File: config.mk
export PLATFORM = sky130hd
export DESIGN_NAME = kwu_keypad_wake
export DESIGN_NICKNAME = d
export VERILOG_FILES = /design/src/core/kwu_pkg.sv /design/src/core/kwu_keypad_wake.sv
export SDC_FILE = /design/constraint.sdc
export NUM_CORES = 1
export LEC_CHECK = 0
export BUFFER_PORTS_ARGS = -buffer_cell sky130_fd_sc_hd__buf_2
export CORE_ASPECT_RATIO = 1.4
export CORE_MARGIN = 3
export CORE_UTILIZATION = 43
export DETAILED_ROUTE_END_ITERATION = 10
export PLACE_DENSITY = 0.84
export SYNTH_ARGS = -nofsm -noshare
export SYNTH_HDL_FRONTEND = slang
export SYNTH_SLANG_ARGS = --single-unit
File: constraint.sdc
create_clock -name clk_in -period 2 [get_ports clk_in]
set_input_delay 0.3 -clock clk_in [delete_from_list [all_inputs] [get_ports clk_in]]
set_output_delay 0.3 -clock clk_in [all_outputs]
set_load 0.05 [all_outputs]
File: src/core/kwu_pkg.sv
// Package for the keypad wake unit: register map, field positions,
// reset values and the pin control carrier.
// Assumes a 32-bit AXI4-Lite register bus and an eight-pin port.
package kwu_pkg;

  // Register byte addresses
  localparam logic [3:0] STATUS_CTRL_OFS = 4'h0;
  localparam logic [3:0] PIN_ENABLES_OFS = 4'h4;

  // Field positions in the status and control register
  localparam int MODE_BIT = 0;
  localparam int MASK_BIT = 1;
  localparam int ACK_BIT = 2;
  localparam int FLAG_BIT = 3;

  // Reset values
  localparam logic [7:0] PIN_ENABLES_RST = 8'h00;
  localparam logic MASK_RST = 1'b0;
  localparam logic MODE_RST = 1'b0;

  // Keypad vector, first byte of the pair
  localparam logic [15:0] VECTOR_ADDR = 16'hffe0;

  // Bus answers
  localparam logic [1:0] RESP_OKAY = 2'h0;
  localparam logic [1:0] RESP_SLVERR = 2'h2;

  // Control carried out to the port pad logic
  typedef struct packed {
    logic [7:0] pullup_en;
    logic [7:0] force_input;
  } kwu_pin_ctrl_t;

endpackage

File: src/core/kwu_keypad_wake.sv
// Keypad wake unit: eight-pin falling-edge / low-level keypad request latch
// with mask, pending flag, write-one acknowledge and vector-fetch acknowledge.
// Assumes pins arrive asynchronously, while the vector fetch and the break
// signals come from CPU logic on the same clock.
//
// The address map and the AXI4-Lite register port were chosen for this implementation.
`timescale 1ns/1ps
`default_nettype none

// Contract
// - Each of the eight pins has its own wake enable bit.
// - Enabling a pin also switches on its pullup.
// - Latch a request when enabled pins go low after all were high.
// - Edge-only mode: no new latch while another enabled pin is low.
// - Edge-and-level mode: request stays while any enabled pin is low.
// - Mode set: clear only after acknowledge and all pins high, any order.
// - Fetch of the keypad vector acknowledges like a software write.
// - Writing one to the acknowledge strobe clears; it reads zero.
// - A falling edge after an acknowledge latches a new request.
// - Unmasked latched request raises a CPU interrupt using the keypad vector.
// - Mode clear: edge only, acknowledge clears at once.
// - Reset clears the request and the sensitivity select.
// - Pending flag shows the latch regardless of mask; reset clears it.
// - Mask bit one blocks the CPU interrupt; reset clears it.
// - Sensitivity select one: edges and levels; zero: edges only.
// - Wake enable forces the pin to input, overriding direction.
// - Reset clears all eight pin enables.
// - Active in wait and stop; unmasked request wakes the part.
// - In break an acknowledge write needs the clear permission.
module kwu_keypad_wake #(
  parameter int PIN_COUNT = 8
) (
  input wire logic clk_in,
  input wire logic rst_n_in,
  // AXI4-Lite slave
  input wire logic [3:0] s_axi_awaddr_in,
  input wire logic s_axi_awvalid_in,
  output logic s_axi_awready_out,
  input wire logic [31:0] s_axi_wdata_in,
  input wire logic [3:0] s_axi_wstrb_in,
  input wire logic s_axi_wvalid_in,
  output logic s_axi_wready_out,
  output logic [1:0] s_axi_bresp_out,
  output logic s_axi_bvalid_out,
  input wire logic s_axi_bready_in,
  input wire logic [3:0] s_axi_araddr_in,
  input wire logic s_axi_arvalid_in,
  output logic s_axi_arready_out,
  output logic [31:0] s_axi_rdata_out,
  output logic [1:0] s_axi_rresp_out,
  output logic s_axi_rvalid_out,
  input wire logic s_axi_rready_in,
  // Keypad pins and pad control
  input wire logic [PIN_COUNT-1:0] wake_pins_in,
  output kwu_pkg::kwu_pin_ctrl_t pin_ctrl_out,
  // CPU and system integration side
  input wire logic vector_fetch_in,
  input wire logic [15:0] vector_addr_in,
  input wire logic break_state_in,
  input wire logic break_clear_permission_in,
  output logic irq_out,
  output logic wake_out
);

  logic [PIN_COUNT-1:0] pin_meta;
  logic [PIN_COUNT-1:0] pin_sync;
  logic [PIN_COUNT-1:0] pin_wake_enables;
  logic request_mask;
  logic sensitivity_select;
  logic req_latched;
  logic ack_seen;
  logic prev_low_any;
  logic irq_q;
  logic low_any;
  logic edge_det;
  logic sw_ack_wr;
  logic fetch_ack;
  logic ack_now;
  logic next_req_latched;
  logic next_ack_seen;
  logic aw_held;
  logic w_held;
  logic [3:0] aw_addr;
  logic [31:0] w_data;
  logic [3:0] w_strb;
  logic wr_fire;
  logic wr_status;
  logic wr_enables;
  logic [7:0] status_view;

  // Two-stage synchroniser on every pin; only pin_sync is looked at
  generate
    for (genvar i = 0; i < PIN_COUNT; i++) begin : g_sync
      always_ff @(posedge clk_in or negedge rst_n_in) begin
        if (!rst_n_in) begin
          pin_meta[i] <= 1'b1;
          pin_sync[i] <= 1'b1;
        end else begin
          pin_meta[i] <= wake_pins_in[i];
          pin_sync[i] <= pin_meta[i];
        end
      end
    end
  endgenerate

  // Enabled pins only; a disabled pin never counts as low
  assign low_any = |(pin_wake_enables & ~pin_sync);
  // Some enabled pin low now, none low the cycle before
  assign edge_det = low_any & ~prev_low_any;

  // Pullup and forced input both follow the enable; the forced input overrides
  // the pad's direction bit, so the pin reads as an input whatever that bit says
  assign pin_ctrl_out.pullup_en = pin_wake_enables;
  assign pin_ctrl_out.force_input = pin_wake_enables;

  always_ff @(posedge clk_in or negedge rst_n_in) begin
    if (!rst_n_in) begin
      prev_low_any <= 1'b0;
    end else begin
      prev_low_any <= low_any;
    end
  end

  // Acknowledge sources: gated write, or fetch of the keypad vector
  assign sw_ack_wr = wr_status && w_strb[0] && w_data[kwu_pkg::ACK_BIT];
  assign fetch_ack = vector_fetch_in && (vector_addr_in == kwu_pkg::VECTOR_ADDR);
  assign ack_now = fetch_ack || (sw_ack_wr && (!break_state_in || break_clear_permission_in));

  // Request latch; a new edge wins over any acknowledge in the same cycle
  always_comb begin
    next_req_latched = req_latched;
    next_ack_seen = ack_seen;
    if (edge_det) begin
      next_req_latched = 1'b1;
      next_ack_seen = 1'b0;
    end else if (!sensitivity_select) begin
      if (ack_now) begin
        next_req_latched = 1'b0;
      end
      next_ack_seen = 1'b0;
    end else if (req_latched) begin
      // Level mode: both the acknowledge and all pins high are needed
      if ((ack_now || ack_seen) && !low_any) begin
        next_req_latched = 1'b0;
        next_ack_seen = 1'b0;
      end else if (ack_now) begin
        next_ack_seen = 1'b1;
      end
    end else begin
      next_ack_seen = 1'b0;
    end
  end

  // Reset drops the latch even with a pin held low
  always_ff @(posedge clk_in or negedge rst_n_in) begin
    if (!rst_n_in) begin
      req_latched <= 1'b0;
      ack_seen <= 1'b0;
    end else begin
      req_latched <= next_req_latched;
      ack_seen <= next_ack_seen;
    end
  end

  // CPU request; stays live in wait and stop since nothing here is gated
  always_ff @(posedge clk_in or negedge rst_n_in) begin
    if (!rst_n_in) begin
      irq_q <= 1'b0;
    end else begin
      irq_q <= req_latched && !request_mask;
    end
  end
  assign irq_out = irq_q;
  assign wake_out = irq_q;

  // Write address and data are taken independently, in either order
  assign s_axi_awready_out = !aw_held && !s_axi_bvalid_out;
  assign s_axi_wready_out = !w_held && !s_axi_bvalid_out;
  assign wr_fire = aw_held && w_held && !s_axi_bvalid_out;
  assign wr_status = wr_fire && (aw_addr[3:2] == kwu_pkg::STATUS_CTRL_OFS[3:2]);
  assign wr_enables = wr_fire && (aw_addr[3:2] == kwu_pkg::PIN_ENABLES_OFS[3:2]);

  // Address half waits here for the data half; while held it refuses another
  always_ff @(posedge clk_in or negedge rst_n_in) begin
    if (!rst_n_in) begin
      aw_held <= 1'b0;
      aw_addr <= 4'h0;
    end else if (s_axi_awvalid_in && s_axi_awready_out) begin
      aw_held <= 1'b1;
      aw_addr <= s_axi_awaddr_in;
    end else if (wr_fire) begin
      aw_held <= 1'b0;
    end
  end

  // Data half waits for the address half; its byte strobes travel with it
  always_ff @(posedge clk_in or negedge rst_n_in) begin
    if (!rst_n_in) begin
      w_held <= 1'b0;
      w_data <= 32'h0;
      w_strb <= 4'h0;
    end else if (s_axi_wvalid_in && s_axi_wready_out) begin
      w_held <= 1'b1;
      w_data <= s_axi_wdata_in;
      w_strb <= s_axi_wstrb_in;
    end else if (wr_fire) begin
      w_held <= 1'b0;
    end
  end

  // Write response; unmapped addresses answer SLVERR and change nothing
  always_ff @(posedge clk_in or negedge rst_n_in) begin
    if (!rst_n_in) begin
      s_axi_bvalid_out <= 1'b0;
      s_axi_bresp_out <= kwu_pkg::RESP_OKAY;
    end else if (wr_fire) begin
      s_axi_bvalid_out <= 1'b1;
      s_axi_bresp_out <= (wr_status || wr_enables) ? kwu_pkg::RESP_OKAY : kwu_pkg::RESP_SLVERR;
    end else if (s_axi_bready_in) begin
      s_axi_bvalid_out <= 1'b0;
    end
  end

  // Control bits; only byte lane 0 carries register data
  always_ff @(posedge clk_in or negedge rst_n_in) begin
    if (!rst_n_in) begin
      request_mask <= kwu_pkg::MASK_RST;
      sensitivity_select <= kwu_pkg::MODE_RST;
    end else if (wr_status && w_strb[0]) begin
      request_mask <= w_data[kwu_pkg::MASK_BIT];
      sensitivity_select <= w_data[kwu_pkg::MODE_BIT];
    end
  end

  // Pin enables; enabling a pin that is already low gives a false request,
  // which software clears with the masked start-up sequence
  always_ff @(posedge clk_in or negedge rst_n_in) begin
    if (!rst_n_in) begin
      pin_wake_enables <= kwu_pkg::PIN_ENABLES_RST;
    end else if (wr_enables && w_strb[0]) begin
      pin_wake_enables <= w_data[PIN_COUNT-1:0];
    end
  end

  // Acknowledge bit is never stored, so it reads zero
  always_comb begin
    status_view = 8'h00;
    status_view[kwu_pkg::FLAG_BIT] = req_latched;
    status_view[kwu_pkg::MASK_BIT] = request_mask;
    status_view[kwu_pkg::MODE_BIT] = sensitivity_select;
  end

  // Read channel: one read at a time, data registered
  assign s_axi_arready_out = !s_axi_rvalid_out;

  always_ff @(posedge clk_in or negedge rst_n_in) begin
    if (!rst_n_in) begin
      s_axi_rvalid_out <= 1'b0;
      s_axi_rdata_out <= 32'h0;
      s_axi_rresp_out <= kwu_pkg::RESP_OKAY;
    end else if (s_axi_arvalid_in && s_axi_arready_out) begin
      s_axi_rvalid_out <= 1'b1;
      s_axi_rresp_out <= kwu_pkg::RESP_OKAY;
      if (s_axi_araddr_in[3:2] == kwu_pkg::STATUS_CTRL_OFS[3:2]) begin
        s_axi_rdata_out <= {24'h0, status_view};
      end else if (s_axi_araddr_in[3:2] == kwu_pkg::PIN_ENABLES_OFS[3:2]) begin
        s_axi_rdata_out <= {{(32-PIN_COUNT){1'b0}}, pin_wake_enables};
      end else begin
        s_axi_rdata_out <= 32'h0;
        s_axi_rresp_out <= kwu_pkg::RESP_SLVERR;
      end
    end else if (s_axi_rready_in) begin
      s_axi_rvalid_out <= 1'b0;
    end
  end
endmodule // kwu_keypad_wake

`default_nettype wire

==> Word-level counts from Yosys, hierarchy flattened <==
Index checks and enable logic that the tools add are counted.
{ "word_totals": {"ramBits": 0, "reg_bits": 83, "latch_bits": 0, "out_inout_bits": 59, "mem_count": 0, "romBits": 0} }
{ "op_classes": {"eq_ne": 4, "n_reduce_logical": 35, "bitwise_logic": 4, "n_mux": 22, "n_shift": 0, "multipliers": 0, "add_sub_neg": 0, "order_cmp": 0, "div_mod_pow": 0} }
{ "ops": {"columns": ["op", "n"], "rows": [
  ["1-bit two-way mux", 17],
  ["16-bit equality test (second input constant)", 1],
  ["1-bit logical AND", 16],
  ["8-bit two-way mux", 2],
  ["8-bit AND", 1],
  ["8-bit inverter", 1],
  ["2-bit nonzero test", 4],
  ["8-bit OR reduction", 1],
  ["1-bit logical NOT", 7],
  ["2-bit two-way mux", 3],
  ["5-bit by 2-bit inequality test with 1-bit output (second input constant)", 1],
  ["2-bit by 1-bit equality test with 1-bit output (second input constant)", 2],
  ["2-bit logical NOT", 2],
  ["1-bit logical OR", 4],
  ["3-bit nonzero test", 1],
  ["1-bit AND", 1],
  ["1-bit inverter", 1]
]} }

==> Longest topological paths before layout <==
Gate-level depths: netlist of the first run.
{ "logic_depth": {"ltp_word": 13, "ltp_mapped": 5} }

==> Worst setup path before layout of the first run <==
Ideal clock, no wire load.
{ "synth_path": {"path_type": "register -> register", "startpoint": "register s_axi_bvalid_out", "endpoint": "register w_data[0]", "arrival_ns": 2.089, "slack_ns": -0.214, "stages_incl_launch_ff": 5, "period_less_slack_ns": 2.214, "n_path_buf": 1, "t_required_ns": 1.875, "cell_sequence": "dfrtp_1 -> nor2_1 -> and2_1 -> buf_2 -> mux2_2"} }
{ "synth_via": {"elab_chain_cells": 3} }
{ "synth_rtl": {"columns": ["item", "line", "text"], "rows": [
  ["start: declaration", "kwu_keypad_wake.sv:44", "output logic s_axi_bvalid_out,"],
  ["start signal: assignment", "kwu_keypad_wake.sv:214", "s_axi_bvalid_out <= 1'b0;"],
  ["start signal: assignment", "kwu_keypad_wake.sv:217", "s_axi_bvalid_out <= 1'b1;"],
  ["start signal: assignment", "kwu_keypad_wake.sv:220", "s_axi_bvalid_out <= 1'b0;"],
  ["1-bit logical NOT", "kwu_keypad_wake.sv:178", "assign s_axi_wready_out = !w_held && !s_axi_bvalid_out;"],
  ["1-bit logical AND", "kwu_keypad_wake.sv:178", null],
  ["via s_axi_wready_out", "kwu_keypad_wake.sv:42", "output logic s_axi_wready_out,"],
  ["1-bit logical AND", "kwu_keypad_wake.sv:202", "end else if (s_axi_wvalid_in && s_axi_wready_out) begin"],
  ["end signal: assignment", "kwu_keypad_wake.sv:204", "w_data <= s_axi_wdata_in;"],
  ["end: declaration", "kwu_keypad_wake.sv:84", "logic [31:0] w_data;"]
]} }
The timed path passes the listed nets, and every way through them passes these cells.
A chain may end at the register's enable or synchronous reset.

==> Worst setup path in the final report of the first run <==
{ "layout_path": {"startpoint": "register s_axi_bvalid_out", "endpoint": "register pin_wake_enables[1]"} }
{ "layout_via": {"elab_chain_cells": 4} }
{ "layout_rtl": {"columns": ["item", "line", "text"], "rows": [
  ["1-bit logical NOT", "kwu_keypad_wake.sv:179", "assign wr_fire = aw_held && w_held && !s_axi_bvalid_out;"],
  ["1-bit logical AND", "kwu_keypad_wake.sv:179", null],
  ["1-bit logical AND", "kwu_keypad_wake.sv:181", "assign wr_enables = wr_fire && (aw_addr[3:2] == kwu_pkg::PIN_ENABLES_OFS[3:2]);"],
  ["1-bit logical AND", "kwu_keypad_wake.sv:240", "end else if (wr_enables && w_strb[0]) begin"],
  ["end signal: assignment", "kwu_keypad_wake.sv:239", "pin_wake_enables <= kwu_pkg::PIN_ENABLES_RST;"],
  ["end signal: assignment", "kwu_keypad_wake.sv:241", "pin_wake_enables <= w_data[PIN_COUNT-1:0];"],
  ["end: declaration", "kwu_keypad_wake.sv:67", "logic [PIN_COUNT-1:0] pin_wake_enables;"]
]} }
No other way between the ends.

==> results.cfg, run 1 <==
[synthesis]
synth_edf_count = 0
synth_top_family_by_area = buffers and inverters
synthAdderAreaFrac_pct = 0
yosysWarnings = 0
yosys.area_share.simple_pct = 9.63
synth_area_leaders = dfrtp_1 42%, dfstp_2 18%, buf_4 11%
async_reset_ff_share_pct = 100
synth_compound_area_share_pct = 7.64
synth_top_area_share_pct = 42.0
synth_cells = 191
postSynthAreaPerCell_um2 = 12.2
synth_ff_type = dfrtp_1
netlist_area_mm2 = 0.00233
ys_ff_latch = 55
synth_top_area_cell = dfrtp_1
synthXorXnorAreaFrac_pct = 0
yosysSeqAreaShare_pct = 60.0
ys_types = 35
yosys-mux-area-fraction_pct = 8.88

[power_and_ir_drop]
finalPower_mw = 4.17
p_sw_share_pct = 43.8
seq_power_share_pct = 40.1
p_int_mw = 2.34
power-per-cell-area_mw_per_mm2 = 1500
p_comb_share_pct = 42.3
pwr-share-clk_pct = 17.6
p_switching_mw = 1.83
p_leak_nw = 1.40
vdd_ir_drop_max_mv = 0.754

[drt]
remaining_drc_errors = 0
drt-pass1-iter-count = 4
drt_iter0_markers = 25
final_antenna_net_count = 0
postRouteWirelength_mm = 4.08
vias_per_cell = 4.54
vias = 1521
wire_per_inst_um = 12.2

[setup_path]
cp-end-kind = flip-flop
cp.arrival_ns = 1.75
critPathSlowestCell = nor2_2
reg2reg_slack_ns = 0.41
critPathRequiredTime_ns = 2.16
path_cells = nand3b_1 -> nor2_2 -> o21ai_0
start_kind = flip-flop
cp_slowest_stage_delay_ns = 0.51
crit_type = flip-flop to flip-flop
path_max_fanout = 16

[clock_network]
post_cts_buffers = 0
clk_path_buf_depth = 2
cts_max_level = 2
clk_latency_ns = 0.30
cts_buffers = 5
clock_sinks = 55
cts_hold_buf = 1
tritoncts = built
postCtsResizedCells = 0
cts_root_buf = clkbuf_8
clkSlewWorstSetupHoldPaths_ns = 0.09

[finish]
nNetsFinal = 346
stdcell_count = 335
areaGrowthSynthToFinish_pct = 19.3
diodes = 0
final_area_mm2 = 0.00277
fillers = 496
utilization_pct = 53.4
drive_above_1_share_pct = 47.2

[global_route]
overflow = 0
track_usage_pct = 13.5
grt_pass1_wl_mm = 6.49
grt_max_degree = 26
antenna_found_initial = 0
grt_pass1_vias = 1403

[floorplan]
core_area_mm2 = 0.00520
fp.dieArea_mm2 = 0.00634
start_util_pct = 44.8
die_w_um = 68.2
ios = 137
fp.dieH_um = 93.0
rows = 31

[sta]
worst_slew_pin_slew_ns = 0.703
hold-worst-slack_ns = 0.0924
slew_violations = 0
final-setup-viol-count = 0
clock.fmax_ghz = 0.628
finClkSkew_ns = 0.00412
tns_ns = 0
hold_viol_final = 0
fin_ws_ns = 0.408
relSlewSlack_pct = 52.7
rsz0062_at_grt = false
finalCriticalPeriod_ns = 1.59
min_period_over_period_pct = 79.6

[flow_run]
cap_violations = 0

[placement]
portBuffers = 79
placed_cell_area_mm2 = 0.00265
gp_congestion = 0.785
dp_cells = 326
dp_hpwl_mm = 3.29
preCtsSetupSlack_ns = 0.395

[min_path]
worstHoldPathType = primary input to flip-flop

[status]
status = complete, no violations
[per-layer routing]
metal  vias to the layer above  wire length [µm]  global-route usage (%)
met5                         -                 0                       0
met1                       728              1600                    17.1
met3                         5               263                    3.61
met2                        55              2180                    22.3
met4                         0                34                    3.65
li1                        733                 -                       -
[state kept, by name, indices dropped and copies added (netlist names), 2 cells and up]
signal and flops:
pin_meta 8, pin_sync 8, pin_wake_enables 8, s_axi_rdata_out 8, w_data 8, aw_addr 2
[worst paths after layout]
path | from | to | cells past startpoint
max | s_axi_bvalid_out$_DFFE_PN0P_ | pin_wake_enables[1]$_DFFE_PN0P_ | 3
min | wake_pins_in[6] | pin_meta[6]$_DFF_PN1_ | 1
max reg2reg | s_axi_bvalid_out$_DFFE_PN0P_ | pin_wake_enables[1]$_DFFE_PN0P_ | 3
min reg2reg | pin_meta[1]$_DFF_PN1_ | pin_sync[1]$_DFF_PN1_ | 0
max in group asynchronous | rst_n_in | pin_sync[1]$_DFF_PN1_ | 3
min in group asynchronous | rst_n_in | pin_wake_enables[4]$_DFFE_PN0P_ | 2
[worst max-delay path: cells and delay by family (launching register included)]
kind / cells / cell delay [ns]
simple gates: 2 / 0.85
flops: 1 / 0.44
compound gates: 1 / 0.17
[synthesized netlist by cell type (2+ instances only)]
master    instances
nor2_1            6
mux2_4            2
nand2_1          15
inv_1            11
dfstp_2          16
nand4_1           3
nor2b_1           3
o22ai_1           4
dfrtp_1          39
buf_4            35
mux2i_1           3
nand3b_1          2
a22o_1            5
buf_2             2
o21ai_0          13
mux2_2           13
[cells by family (layout without fill, tap and decap cells)]
family / Yosys count / count (layout)
buffers and inverters: 49 / 102
DFF: 55 / 55
and+or+nand+nor: 41 / 41
muxes: 18 / 18
other: 1 / 26
AOI/OAI and AO/OA: 27 / 27
[layout make-up]
| type | instances | area [µm²] | area share (%) |
|---|---|---|---|
| Sequential cell | 55 | 1400 | 50.3 |
| Tap cell | 66 | 82.6 | 2.98 |
| Timing Repair Buffer | 83 | 428 | 15.4 |
| Multi-Input combinational cell | 112 | 708 | 25.5 |
| Clock buffer | 6 | 82.6 | 2.98 |
| Clock inverter | 2 | 35.0 | 1.26 |
| Inverter | 11 | 41.3 | 1.49 |
[power by group through the flow]
stage               Sequential, mW  Clock, mW  Combinational [mW]
finish                        1.67      0.732                1.76
global route                  1.73      0.806                1.88
CTS                           1.68      0.758                1.78
detailed placement            1.70          0                1.78
global placement              1.68          0                1.75
floorplan                     2.09          0                1.09
[layout by cell type (no fill, tap or decap), types with 2 or more instances in the layout]
| cell type | synthesis | final |
|---|---|---|
| clkbuf_8 | 0 | 6 |
| conb_1 | 1 | 26 |
| nor2b_1 | 3 | 3 |
| mux2_2 | 13 | 13 |
| inv_1 | 11 | 11 |
| dfstp_2 | 16 | 16 |
| o21ai_0 | 13 | 13 |
| a22o_1 | 5 | 5 |
| mux2_4 | 2 | 2 |
| nor2_1 | 6 | 5 |
| nand2_1 | 15 | 15 |
| buf_2 | 2 | 79 |
| dfrtp_1 | 39 | 39 |
| mux2i_1 | 3 | 3 |
| nor2_2 | 1 | 2 |
| nand4_1 | 3 | 3 |
| buf_4 | 35 | 3 |
| nand3b_1 | 2 | 2 |
| o22ai_1 | 4 | 4 |
No activity file was read; power rests on OpenSTA's default activity.
==> inputs of run 2 (changes only) <==
clock period = 1.5 ns   (was 2 ns; I/O delays follow)
==> results.cfg, run 2 (synthesis results as in run 1) <==
[power_and_ir_drop]
finalPower_mw = 5.51
p_leak_nw = 1.42
power-per-cell-area_mw_per_mm2 = 1950
vdd_ir_drop_max_mv = 1.05

[clock_network]
cts_buffers = 5
cts_root_buf = clkbuf_8
tritoncts = built
clk_path_buf_depth = 2
clk_latency_ns = 0.30
cts_max_level = 2
clock_sinks = 55
clkSlewWorstSetupHoldPaths_ns = 0.10

[setup_path]
critPathRequiredTime_ns = 1.69
reg2reg_slack_ns = 0.04
start_kind = flip-flop
path_max_fanout = 2
cp.arrival_ns = 1.65
crit_type = flip-flop to flip-flop
cp-end-kind = flip-flop

[finish]
nNetsFinal = 351
regArea_mm2 = 0.00140
diodes = 0
drive_above_1_share_pct = 49.6
final_common_cell = buf_2
fillers = 475
final_cell_mix = 79 x buf_2, 37 x dfrtp_1, 26 x conb_1
multiInputGateArea_um2 = 724
utilization_pct = 54.3
areaGrowthSynthToFinish_pct = 21.4

[floorplan]
die_w_um = 68.2
fp.dieH_um = 93.0
ios = 137
rows = 31
core_area_mm2 = 0.00520
start_util_pct = 44.8
fp.dieArea_mm2 = 0.00634

[placement]
gp_congestion = 0.748
dp_hpwl_mm = 3.10
preCtsSetupSlack_ns = 0.0401
portBuffers = 79

[drt]
drt_iter0_markers = 31
wire_per_inst_um = 11.9
drt-pass1-iter-count = 4
postRouteWirelength_mm = 4.04
final_antenna_net_count = 0
vias = 1488
remaining_drc_errors = 0
vias_per_cell = 4.38

[global_route]
top_usage_layer = met2
grt_max_degree = 56
grt_pass1_wl_mm = 6.40
grt_use_met2_pct = 21.7
gr-usage-met1_pct = 16.8
use_met3_pct = 2.76
grt_pass1_vias = 1430
overflow = 0
antenna_found_initial = 0
track_usage_pct = 13.3

[sta]
clock.fmax_ghz = 0.687
rsz0062_at_grt = true
min_period_over_period_pct = 97.0
final-setup-viol-count = 0
finClkSkew_ns = 0.0108
fin_ws_ns = 0.0447
hold_viol_final = 0
hold-worst-slack_ns = 0.0258
slew_violations = 0
finalCriticalPeriod_ns = 1.46

[flow_run]
cap_violations = 0

[status]
status = complete, no violations

[min_path]
worstHoldPathType = primary input to flip-flop
-- run 2: critical path, cell delays in order, from the launching register on --
cell and delay [ns]:
dfrtp_1 0.38, or3b_1 0.41, or2_4 0.28, mux2_4 0.29
-- run 2: timing repair --
item | in CTS | in global routing
gates resized for setup | 0 | 1
hold buffers | 1 | 0
setup endpoints to repair | 0 | 2
hold endpoints to repair | 39 | 0
setup buffers | 0 | 0
-- run 2: cell type report --
type / count / area share [%]
flip-flops and latches: 55 / 49.5
multi-input cells: 112 / 25.7
repair buffers: 88 / 17.1
clock buffers: 7 / 3.06
well taps: 66 / 2.92
inverters: 11 / 1.60
clock inverters: 1 / 0.177
-- run 2: path summary, 6_finish.rpt --
check | start | endpoint | cells after the start
worst max-delay path | aw_addr[2]$_DFFE_PN0P_ | request_mask$_DFFE_PN0N_ | 3
worst min-delay path | wake_pins_in[3] | pin_meta[3]$_DFF_PN1_ | 1
worst max register to register | aw_addr[2]$_DFFE_PN0P_ | request_mask$_DFFE_PN0N_ | 3
worst min register to register | pin_meta[4]$_DFF_PN1_ | pin_sync[4]$_DFF_PN1_ | 0
max in group asynchronous | rst_n_in | pin_meta[6]$_DFF_PN1_ | 3
min in group asynchronous | rst_n_in | s_axi_rdata_out[0]$_DFFE_PN0P_ | 3
-- run 2: routing by layer --
metal	part of all wire, %	vias to the layer above
met3	6.7	7
met4	1.8	0
met2	52	54
li1	-	738
met1	40	689
met5	0	-
-- run 2: power by group --
group | internal, mW | leakage [nW] | total (mW) | switching, mW
sequential | 1.92 | 0.649 | 2.23 | 0.310
combinational | 0.765 | 0.720 | 2.47 | 1.71
clock | 0.373 | 0.0482 | 0.804 | 0.431
-- run 2: metrics by stage --
| stage | area (µm²) | TNS [ns] | std cells |
|---|---|---|---|
| floorplan | 2460 | -1.35 | 216 |
| global placement | 2720 | 0 | 331 |
| detailed placement | 2720 | 0 | 331 |
| CTS | 2820 | 0 | 340 |
| global route | 2820 | -0.0256 | 340 |
| finish | 2820 | 0 | 340 |
==> inputs of run 3 (changes only) <==
PLACE_DENSITY = 0.79   (was 0.84)
==> results.cfg, run 3 (synthesis results as in run 1) <==
[placement]
dp_cells = 331
gp_congestion = 0.768
preCtsSetupSlack_ns = 0.0315
portBuffers = 79
dp_hpwl_mm = 3.19

[sta]
final-setup-viol-count = 0
rsz0062_at_grt = true
slew_violations = 0
clock.fmax_ghz = 0.686
fin_ws_ns = 0.0421
hold-worst-slack_ns = 0.0185
tns_ns = 0
finalCriticalPeriod_ns = 1.46
min_period_over_period_pct = 97.2
hold_viol_final = 0
finClkSkew_ns = 0.00580

[finish]
final_cell_mix = 80 x buf_2, 37 x dfrtp_1, 26 x conb_1
utilization_pct = 54.9
final_common_cell = buf_2
stdcell_count = 342
nNetsFinal = 353
drive_above_1_share_pct = 50.0
areaGrowthSynthToFinish_pct = 22.7
diodes = 0

[setup_path]
path_max_fanout = 2
path_cells = or3b_4 -> or2_4 -> mux2_4
rr_endpoint = request_mask$_DFFE_PN0N_
cp_slowest_stage_delay_ns = 0.42
reg2reg_slack_ns = 0.04
critPathRequiredTime_ns = 1.69
crit_buf_inv = 0
worst-r2r-cell-count = 3
timing.rr.start = aw_addr[2]$_DFFE_PN0P_
cp.arrival_ns = 1.65
critPathSlowestCell = or3b_4
cp-end-kind = flip-flop
cp_top_family = simple AND/OR/NAND/NOR gates
start_kind = flip-flop
crit_type = flip-flop to flip-flop

[floorplan]
ios = 137
rows = 31
core_area_mm2 = 0.00520
start_util_pct = 44.8
fp.dieH_um = 93.0
die_w_um = 68.2
fp.dieArea_mm2 = 0.00634

[power_and_ir_drop]
vdd_ir_drop_max_mv = 1.16
power-per-cell-area_mw_per_mm2 = 1950
p_leak_nw = 1.43

[clock_network]
cts_root_buf = clkbuf_8
cts_max_level = 2
cts_buffers = 5
clk_path_buf_depth = 2
clkSlewWorstSetupHoldPaths_ns = 0.08
clk_latency_ns = 0.30
clock_sinks = 55
tritoncts = built

[min_path]
worstHoldPathType = primary input to flip-flop
hp-start = wake_pins_in[6]
whs_path_depth = 1
holdPathEnd = pin_meta[6]$_DFF_PN1_

[drt]
wire_per_inst_um = 12.0
final_antenna_net_count = 0
vias = 1528
drt_iter0_markers = 43
remaining_drc_errors = 0
postRouteWirelength_mm = 4.09
vias_per_cell = 4.47
drt-pass1-iter-count = 4

[status]
status = complete, no violations

[global_route]
track_usage_pct = 13.3
overflow = 0
grt_max_degree = 56
grt_pass1_wl_mm = 6.46
grt_pass1_vias = 1454
antenna_found_initial = 0

[flow_run]
cap_violations = 0
[run 3: worst register-to-register path, cell delays in order (launching register included)]
cell,delay (ns)
dfrtp_1,0.39
or3b_4,0.42
or2_4,0.26
mux2_4,0.29
[run 3: metrics by stage]
| step | power (mW) | cell area (µm²) |
|---|---|---|
| 2_1_floorplan | 4.28 | 2460 |
| 3_3_place_gp | 4.73 | 2730 |
| 3_5_place_dp | 4.80 | 2730 |
| 4_1_cts | 5.56 | 2820 |
| 5_1_grt | 5.88 | 2850 |
| 6_report | 5.56 | 2850 |
[run 3: worst max path at each step]
stage	startpoint	end	slack, ns	depth (start not counted)
2_1_floorplan	s_axi_bvalid_out$_DFFE_PN0P_	w_data[0]$_DFFE_PN0P_	-0.13	4
3_3_place_gp	aw_addr[2]$_DFFE_PN0P_	request_mask$_DFFE_PN0N_	0.06	3
3_5_place_dp	aw_addr[2]$_DFFE_PN0P_	request_mask$_DFFE_PN0N_	0.03	3
4_1_cts	aw_addr[2]$_DFFE_PN0P_	request_mask$_DFFE_PN0N_	0.01	3
5_1_grt	s_axi_bvalid_out$_DFFE_PN0P_	request_mask$_DFFE_PN0N_	-0.0005	4
6_report	aw_addr[2]$_DFFE_PN0P_	request_mask$_DFFE_PN0N_	0.04	3
[run 3: area by class of cell]
class	count	area, µm²
Clock buffer	7	76.3
Clock inverter	1	5.00
Fill cell	468	2340
Inverter	11	45.0
Multi-Input combinational cell	112	736
Sequential cell	55	1400
Tap cell	66	82.6
Timing Repair Buffer	90	510
[run 3: timing repair]
action,CTS,global route
hold endpoints to repair,39,0
endpoints found under the setup margin,0,7
hold buffers,1,0
gates resized for setup,0,4
setup buffers,0,1
[run 3: report_power, final]
part	leakage (nW)	total [mW]	internal [mW]	switching (mW)
sequential	0.649	2.24	1.92	0.324
clock	0.0422	0.753	0.328	0.425
combinational	0.741	2.56	0.828	1.73
[run 3: routing by layer]
layer / GRT usage, % / part of all wire, %
met1: 16.4 / 38
met5: 0 / 0
met3: 2.88 / 6.2
met4: 3.98 / 1.2
met2: 22.8 / 54
